File: src/inc/tfa_pkg.sv
// Package for the thermal and fan alert status and mask block
package tfa_pkg;
  // Register word indices, matched against paddr[9:2] (printed offsets are not all multiples of four)
  localparam logic [7:0] IDX_CONFIG_ONE  = 8'h01;
  localparam logic [7:0] IDX_MASK_SENSOR = 8'h08;
  localparam logic [7:0] IDX_MASK_OVHT   = 8'h09;
  localparam logic [7:0] IDX_MASK_COOL   = 8'h0a;
  localparam logic [7:0] IDX_FLAG_SENSOR = 8'h4f;
  localparam logic [7:0] IDX_FLAG_OVHT   = 8'h50;
  localparam logic [7:0] IDX_FLAG_COOL   = 8'h51;
  localparam logic [7:0] IDX_COND_VIEW   = 8'h60;
  localparam int         ADDR_LSB        = 2;

  // Field positions and writable masks
  localparam int         CFG_COMP_BIT     = 3;
  localparam int         OVHT_PIN_BIT     = 2;
  localparam int         COOL_LINE_BIT    = 0;
  localparam logic [7:0] SENSOR_VALID     = 8'hff;
  localparam logic [7:0] OVHT_VALID       = 8'hfc;
  localparam logic [7:0] OVHT_MASK_VALID  = 8'h1c;
  localparam logic [7:0] COOL_VALID       = 8'he0;
  localparam logic [7:0] COOL_MASK_VALID  = 8'he0;
  localparam logic [7:0] CFG_VALID        = 8'h08;

  // Reset values
  localparam logic [7:0] MASK_RESET = 8'h00;
  localparam logic [7:0] FLAG_RESET = 8'h00;
  localparam logic [7:0] CFG_RESET  = 8'h00;

  // Raw conditions from the surrounding monitor
  typedef struct packed {
    logic [7:0] sensor;  // local_high_exceeded .. remote_two_diode_fault
    logic [7:0] ovht;    // crit, percent, overheat_line_driven, pin level
    logic [7:0] cooler;  // cooler1_stalled, alarm rate, cooler2_stalled
  } tfa_cond_t;

  typedef enum logic {
    TFA_MODE_LATCHED,
    TFA_MODE_COMPARATOR
  } tfa_mode_t;
endpackage : tfa_pkg

File: src/tfa_alert_status.sv
// Alert status latching, masking and alert line drive with APB access
//
// Summary of operation
// - Sensor flags: local/remote high, low, diode.
// - Overheat flags: crit, percent, line driven.
// - Pin level bit clears only when inactive.
// - Cooler flags: stalls and alarm speed.
// - Bit 0 shows alert line driven low.
// - Alert on unmasked out-of-limit condition.
// - Config bit 3 selects latched or comparator.
// - Latched: set flag, drive alert if unmasked.
// - Latched alert releases on read or response.
// - Comparator: alert follows unmasked conditions live.
// - Masks gate alert only, flags still set.
// - Sensor mask bits match sensor flag bits.
// - Overheat mask bits 4, 3, 2 only.
// - Pin-level mask ignored in comparator mode.
// - Cooler mask bits 7, 6, 5 only.
// - Flags sticky; clear on read after condition.
// - High uses >=, low uses < comparison.
//
// Chosen here: the APB slave port.
`timescale 1ns/1ps
module tfa_alert_status (
  input  wire logic              pclk,
  input  wire logic              presetn,
  input  wire logic              psel,
  input  wire logic              penable,
  input  wire logic              pwrite,
  input  wire logic [11:0]       paddr,
  input  wire logic [31:0]       pwdata,
  input  wire logic [3:0]        pstrb,
  output logic      [31:0]       prdata,
  output logic                   pready,
  output logic                   pslverr,
  input  wire tfa_pkg::tfa_cond_t cond,
  input  wire logic              alert_resp_done,
  input  wire logic              alert_line_in,
  output logic                   alert_line_out,
  output logic                   alert_line_oe
);
  logic [7:0] mask_sensor_limits;
  logic [7:0] mask_overheat_events;
  logic [7:0] mask_cooler_events;
  logic [7:0] sensor_limit_flags;
  logic [7:0] overheat_flags;
  logic [7:0] cooler_flags;
  logic [7:0] config_one;
  logic       alert_latched;
  tfa_pkg::tfa_mode_t mode;

  logic [7:0] cond_sensor;
  logic [7:0] cond_ovht;
  logic [7:0] cond_cool;
  logic [7:0] word_idx;
  logic       acc;
  logic       wr;
  logic       rd;
  logic       hit;
  logic       rd_sensor;
  logic       rd_ovht;
  logic       rd_cool;
  logic [7:0] pend_sensor;
  logic [7:0] pend_ovht;
  logic [7:0] pend_cool;
  logic [7:0] live_ovht_mask;
  logic       any_live;
  logic       any_pending;
  logic [23:0] pend_seen;
  logic       alert_drive;
  logic [7:0] rd_byte;

  // Conditions already compared upstream with >= high, < low limits
  assign cond_sensor = cond.sensor & tfa_pkg::SENSOR_VALID;
  assign cond_ovht   = cond.ovht & tfa_pkg::OVHT_VALID;
  assign cond_cool   = cond.cooler & tfa_pkg::COOL_VALID;

  // APB decode; zero wait states
  assign word_idx  = paddr[9:2];
  assign acc       = psel & penable;
  assign wr        = acc & pwrite & pstrb[0];
  assign rd        = acc & ~pwrite;
  assign pready    = 1'b1;
  assign rd_sensor = rd & (word_idx == tfa_pkg::IDX_FLAG_SENSOR);
  assign rd_ovht   = rd & (word_idx == tfa_pkg::IDX_FLAG_OVHT);
  assign rd_cool   = rd & (word_idx == tfa_pkg::IDX_FLAG_COOL);

  always_comb begin
    case (word_idx)
      tfa_pkg::IDX_CONFIG_ONE,
      tfa_pkg::IDX_MASK_SENSOR,
      tfa_pkg::IDX_MASK_OVHT,
      tfa_pkg::IDX_MASK_COOL,
      tfa_pkg::IDX_FLAG_SENSOR,
      tfa_pkg::IDX_FLAG_OVHT,
      tfa_pkg::IDX_FLAG_COOL,
      tfa_pkg::IDX_COND_VIEW: hit = 1'b1;
      default:                hit = 1'b0;
    endcase
  end
  assign pslverr = acc & ~hit;

  assign mode = config_one[tfa_pkg::CFG_COMP_BIT] ?
                tfa_pkg::TFA_MODE_COMPARATOR : tfa_pkg::TFA_MODE_LATCHED;

  always_ff @(posedge pclk or negedge presetn) begin
    if (!presetn) begin
      config_one <= tfa_pkg::CFG_RESET;
    end else if (wr && word_idx == tfa_pkg::IDX_CONFIG_ONE) begin
      config_one <= pwdata[7:0] & tfa_pkg::CFG_VALID;
    end
  end

  always_ff @(posedge pclk or negedge presetn) begin
    if (!presetn) begin
      mask_sensor_limits   <= tfa_pkg::MASK_RESET;
      mask_overheat_events <= tfa_pkg::MASK_RESET;
      mask_cooler_events   <= tfa_pkg::MASK_RESET;
    end else if (wr) begin
      if (word_idx == tfa_pkg::IDX_MASK_SENSOR)
        mask_sensor_limits <= pwdata[7:0];
      if (word_idx == tfa_pkg::IDX_MASK_OVHT)
        mask_overheat_events <= pwdata[7:0] & tfa_pkg::OVHT_MASK_VALID;
      if (word_idx == tfa_pkg::IDX_MASK_COOL)
        mask_cooler_events <= pwdata[7:0] & tfa_pkg::COOL_MASK_VALID;
    end
  end

  // Sticky flags: a read clears only bits whose condition is gone and
  // that the read actually reported; a bit set after the setup-cycle
  // snapshot survives the read-clear
  always_ff @(posedge pclk or negedge presetn) begin
    if (!presetn) begin
      sensor_limit_flags <= tfa_pkg::FLAG_RESET;
    end else if (rd_sensor) begin
      sensor_limit_flags <= cond_sensor |
                            (sensor_limit_flags & ~prdata[7:0]);
    end else begin
      sensor_limit_flags <= sensor_limit_flags | cond_sensor;
    end
  end

  always_ff @(posedge pclk or negedge presetn) begin
    if (!presetn) begin
      overheat_flags <= tfa_pkg::FLAG_RESET;
    end else if (rd_ovht) begin
      overheat_flags <= cond_ovht |
                        (overheat_flags & ~prdata[7:0]);
    end else begin
      overheat_flags <= overheat_flags | cond_ovht;
    end
  end

  always_ff @(posedge pclk or negedge presetn) begin
    if (!presetn) begin
      cooler_flags <= tfa_pkg::FLAG_RESET;
    end else if (rd_cool) begin
      cooler_flags <= cond_cool |
                      (cooler_flags & ~prdata[7:0]);
    end else begin
      cooler_flags <= cooler_flags | cond_cool;
    end
  end

  // Pin-level source never alerts in comparator mode, so its mask is moot
  always_comb begin
    live_ovht_mask = mask_overheat_events;
    if (mode == tfa_pkg::TFA_MODE_COMPARATOR)
      live_ovht_mask[tfa_pkg::OVHT_PIN_BIT] = 1'b1;
  end

  assign any_live = |(cond_sensor & ~mask_sensor_limits) |
                    |(cond_ovht & ~live_ovht_mask) |
                    |(cond_cool & ~mask_cooler_events);
  assign pend_sensor = sensor_limit_flags & ~mask_sensor_limits;
  assign pend_ovht   = overheat_flags & ~mask_overheat_events;
  assign pend_cool   = cooler_flags & ~mask_cooler_events;
  // Only newly pending sources re-raise; a still-set flag alone must not
  // undo a release by read or response cycle
  assign any_pending = |({pend_sensor, pend_ovht, pend_cool} & ~pend_seen);

  always_ff @(posedge pclk or negedge presetn) begin
    if (!presetn) begin
      pend_seen <= 24'h00_0000;
    end else begin
      pend_seen <= {pend_sensor, pend_ovht, pend_cool};
    end
  end

  // Latched alert: set by new unmasked event, released by a status read or
  // response cycle unless an unmasked source is still out of limit
  always_ff @(posedge pclk or negedge presetn) begin
    if (!presetn) begin
      alert_latched <= 1'b0;
    end else if (any_live) begin
      alert_latched <= 1'b1;
    end else if (rd_sensor || rd_ovht || rd_cool || alert_resp_done) begin
      alert_latched <= 1'b0;
    end else if (any_pending && !alert_latched) begin
      // Unmasking a still-set flag re-raises the line
      alert_latched <= 1'b1;
    end
  end

  assign alert_drive = (mode == tfa_pkg::TFA_MODE_COMPARATOR) ?
                       any_live : alert_latched;
  // Open-drain: only ever drives low
  assign alert_line_out = 1'b0;
  assign alert_line_oe  = alert_drive;

  always_comb begin
    case (word_idx)
      tfa_pkg::IDX_CONFIG_ONE:  rd_byte = config_one;
      tfa_pkg::IDX_MASK_SENSOR: rd_byte = mask_sensor_limits;
      tfa_pkg::IDX_MASK_OVHT:   rd_byte = mask_overheat_events;
      tfa_pkg::IDX_MASK_COOL:   rd_byte = mask_cooler_events;
      tfa_pkg::IDX_FLAG_SENSOR: rd_byte = sensor_limit_flags;
      tfa_pkg::IDX_FLAG_OVHT:   rd_byte = overheat_flags;
      tfa_pkg::IDX_FLAG_COOL:   rd_byte = cooler_flags |
                                  {7'h00, alert_drive};
      tfa_pkg::IDX_COND_VIEW:   rd_byte = {7'h00, ~alert_line_in};
      default:                  rd_byte = 8'h00;
    endcase
  end

  // Read data registered in setup cycle so it is valid in the access phase
  always_ff @(posedge pclk or negedge presetn) begin
    if (!presetn) begin
      prdata <= 32'h0000_0000;
    end else if (psel && !penable && !pwrite) begin
      prdata <= {24'h00_0000, rd_byte};
    end
  end
endmodule : tfa_alert_status

File: config.mk
export PLATFORM = sky130hd
export DESIGN_NAME = tfa_alert_status
export DESIGN_NICKNAME = d
export VERILOG_FILES = /design/src/inc/tfa_pkg.sv /design/src/tfa_alert_status.sv
export SDC_FILE = /design/constraint.sdc
export NUM_CORES = 1
export LEC_CHECK = 0
export BUFFER_PORTS_ARGS = -buffer_cell sky130_fd_sc_hd__buf_2
export CAP_MARGIN = 15
export CORE_ASPECT_RATIO = 2
export CORE_MARGIN = 10
export CORE_UTILIZATION = 40
export DETAILED_ROUTE_END_ITERATION = 12
export GPL_TIMING_DRIVEN = 0
export PLACE_DENSITY = 0.68
export SLEW_MARGIN = 25
export SYNTH_ARGS = -nofsm -noshare
export SYNTH_HDL_FRONTEND = slang
export SYNTH_SLANG_ARGS = --single-unit
File: constraint.sdc
create_clock -name pclk -period 1.9 [get_ports pclk]
set_input_delay 0.38 -clock pclk [delete_from_list [all_inputs] [get_ports pclk]]
set_output_delay 0.38 -clock pclk [all_outputs]
set_load 0.01 [all_outputs]
==> results_dict.tcl <==
set metrics [dict create \
    outcome "finished with violations" \
    violations "negative setup slack" \
    ff2ff_setup_slack_ns 0.12 \
    grt_pass1_vias 2866 \
    yosys-top-cells-count "dfrtp_1, nand2_1, buf_4, inv_1, a21o_1" \
    netlist-cell-type-count 52 \
    utilization_pct 53.9 \
    post-route-period-util_pct 104 \
    fin_skew_ns 0.00369 \
    worstPathRequired_ns 1.52 \
    h-tree-depth 3 \
    setup_ws_ns -0.0827 \
    cts_buffer_depth 2 \
    reg2reg_to "prdata[0]$_DFFE_PN0P_" \
    reg2reg_depth 6 \
    leakagePower_uw 0.00214 \
    drt-total-wl_mm 10.0 \
    viasPerCell 5.20 \
    ys_seq_elements 72 \
    die_w_microns 86.0 \
    syn_area_per_cell_sq_um 10.9 \
    fmax_ghz 0.504 \
    antennaDiodeCount 0 \
    tritoncts "yes" \
    start_kind "input port" \
    fp.dieH_microns 152 \
    synthCells 319 \
    cts_root_buffer "clkbuf_16" \
    hold_viol 0 \
    syn_to_final_growth_pct 32.7 \
    synth.most_common_cell "dfrtp_1" \
    synthArstFlopShare_pct 100 \
    initialDrtViolationCount 172 \
    synth_warnings 0 \
    crit_path_start "cond[14]" \
    drive_gt1_share_pct 36.8 \
    numCtsBuffers 9 \
    port_buffers 48 \
    nNetsFinal 501 \
    grt-ovfl-total 0 \
    grt_pass1_wl_mm 15.3 \
    cp_slowest_cell "nor4_4" \
    netlist_area_sq_um 3490 \
    seq_area_frac_synth_pct 51.7 \
    slowest_delay_ns 0.35 \
    core_sq_um 8590 \
    r2r-start "mask_sensor_limits[3]$_DFFE_PN0P_" \
    antenna_left 0 \
    power_per_cell_area_nw_per_um2 742 \
    cp.depth 6 \
    hpwl_mm 7.52 \
    synth_enable_flop_cells 0 \
    final_max_slew_viol_count 0 \
    initial_core_util_pct 40.6 \
    setup_viol 1 \
    wl_per_cell_microns 19.0 \
    synth_top_area_share_pct 51.7 \
    ys_top_cells_by_area "dfrtp_1, buf_4, mux2_2, nand2_1, a21o_1" \
    dieArea_sq_um 13100 \
    ys.flop_type "dfrtp_1" \
    clkTransAtPathRegs_ns 0.05 \
    ctsHoldBuffers 0 \
    ir_drop_v 0.000499 \
    worstSetupPathType "input port to primary output" \
    grt_max_degree 39 \
    cp-end-kind "primary output" \
    cp_max_fo 2 \
    crit_top_cell "buf_2" \
    min_period_ns 1.98 \
    setup.worst_path.end "alert_line_oe" \
    worstMarginPinSlew_ns 0.664 \
    rsz0062_at_grt "yes" \
    dr_total_vias 2743 \
    crit_buf_inv 2 \
    cap_violations 0 \
    grt_use_total_pct 15.2 \
    clk_latency_ns 0.33 \
    min_path_type "input port to asynchronous set/reset pin" \
    synth_top_cell_by_area "dfrtp_1" \
    drt-pass1-iter-count 4 \
    antenna_found_initial 0 \
    crit_chain "buf_2 > nor3_1 > o221ai_1 > nor4_4 > a21oi_2 > buf_2" \
    drc_errors 0 \
    gp_congestion 0.840 \
    clock-sinks 72 \
    crit_family "simple AND/OR/NAND/NOR gates" \
    critPathArrivalTime_ns 1.60 \
    num_rows 48 \
    ios 115 \
    pre_cts_ws_ns -0.648 \
    slew_headroom_pct 55.6 \
]
-- cell type report --
type,instances,area [sq um]
inverters,20,75.1
flip-flops and latches,72,1800
well taps,100,125
clock buffers,13,240
fillers,764,3960
clock inverters,3,42.5
plain buffers,30,226
repair buffers,69,459
multi-input cells,220,1660
-- sequential cells by signal (all words and copies together) (netlist names) --
name / cells
config_one: 1
mask_cooler_events: 3
cooler_flags: 8
mask_sensor_limits: 8
alert_latched: 1
overheat_flags: 8
pend_seen: 24
sensor_limit_flags: 8
prdata: 8
mask_overheat_events: 3
-- worst min-delay path by stage --
| stage | endpoint | cells past startpoint | startpoint |
|---|---|---|---|
| 4_1_cts | pend_seen[22]$_DFF_PN0_ | 1 | presetn |
| 5_1_grt | pend_seen[22]$_DFF_PN0_ | 1 | presetn |
| 6_report | pend_seen[22]$_DFF_PN0_ | 1 | presetn |
| 3_5_place_dp | pend_seen[22]$_DFF_PN0_ | 1 | presetn |
| 3_3_place_gp | pend_seen[0]$_DFF_PN0_ | 0 | cooler_flags[0]$_DFFE_PN0P_ |
| 2_1_floorplan | alert_latched$_DFFE_PN0P_ | 0 | presetn |
-- through the flow --
step | instance area, sq um | instances | hold slack [ns] | TNS [ns] | total power (uW)
after global placement | 3960 | 491 | 0.390 | -21.43 | 1800
after CTS | 4440 | 519 | 0.00616 | -0.194 | 3440
final | 4630 | 527 | 0.00102 | -0.0827 | 3430
after detailed placement | 3980 | 492 | 0.359 | -22.03 | 1810
after floorplan | 3590 | 343 | 0.0844 | -0.959 | 1690
after global routing | 4630 | 527 | 0.0211 | -0.236 | 3550
-- per-layer routing --
layer | GRT usage, % | part of all wire (%) | vias up
li1 | - | - | 1277
met1 | 14.7 | 35 | 1347
met2 | 26.8 | 55 | 94
met3 | 4.39 | 5.3 | 25
met4 | 9.86 | 4.5 | 0
met5 | 0 | 0 | -
-- cell families after synthesis --
logic type,count (synthesis),share of synthesized area [%]
and+or+nand+nor,102,18.0
AOI/OAI and AO/OA,67,13.6
buffers and inverters,51,8.40
DFF,72,51.7
muxes,25,8.04
other,2,0.215
-- power breakdown --
group / switching, uW / internal, uW
Combinational: 153 / 118
Sequential: 4.24 / 1540
Clock: 602 / 1020
-- what timing repair did --
item | CTS | global route
gates resized for setup | 21 | 29
endpoints found under the hold margin | 0 | 0
gates cloned | 0 | 0
pin swaps | 9 | 9
setup endpoints to repair | 42 | 26
setup buffers | 12 | 8
-- cells in the final DEF, fill, tap and decap left out, types with 7 or more instances in the layout --
| cell | instances |
|---|---|
| mux2_2 | 12 |
| buf_4 | 45 |
| dfrtp_1 | 72 |
| clkbuf_16 | 9 |
| nand2_1 | 33 |
| nor2_1 | 8 |
| nor2b_1 | 15 |
| mux2i_1 | 10 |
| a21oi_1 | 7 |
| a21o_1 | 17 |
| inv_1 | 19 |
| buf_2 | 44 |
| nor3b_1 | 9 |
| conb_1 | 26 |
No activity file was read; power rests on OpenSTA's default activity.
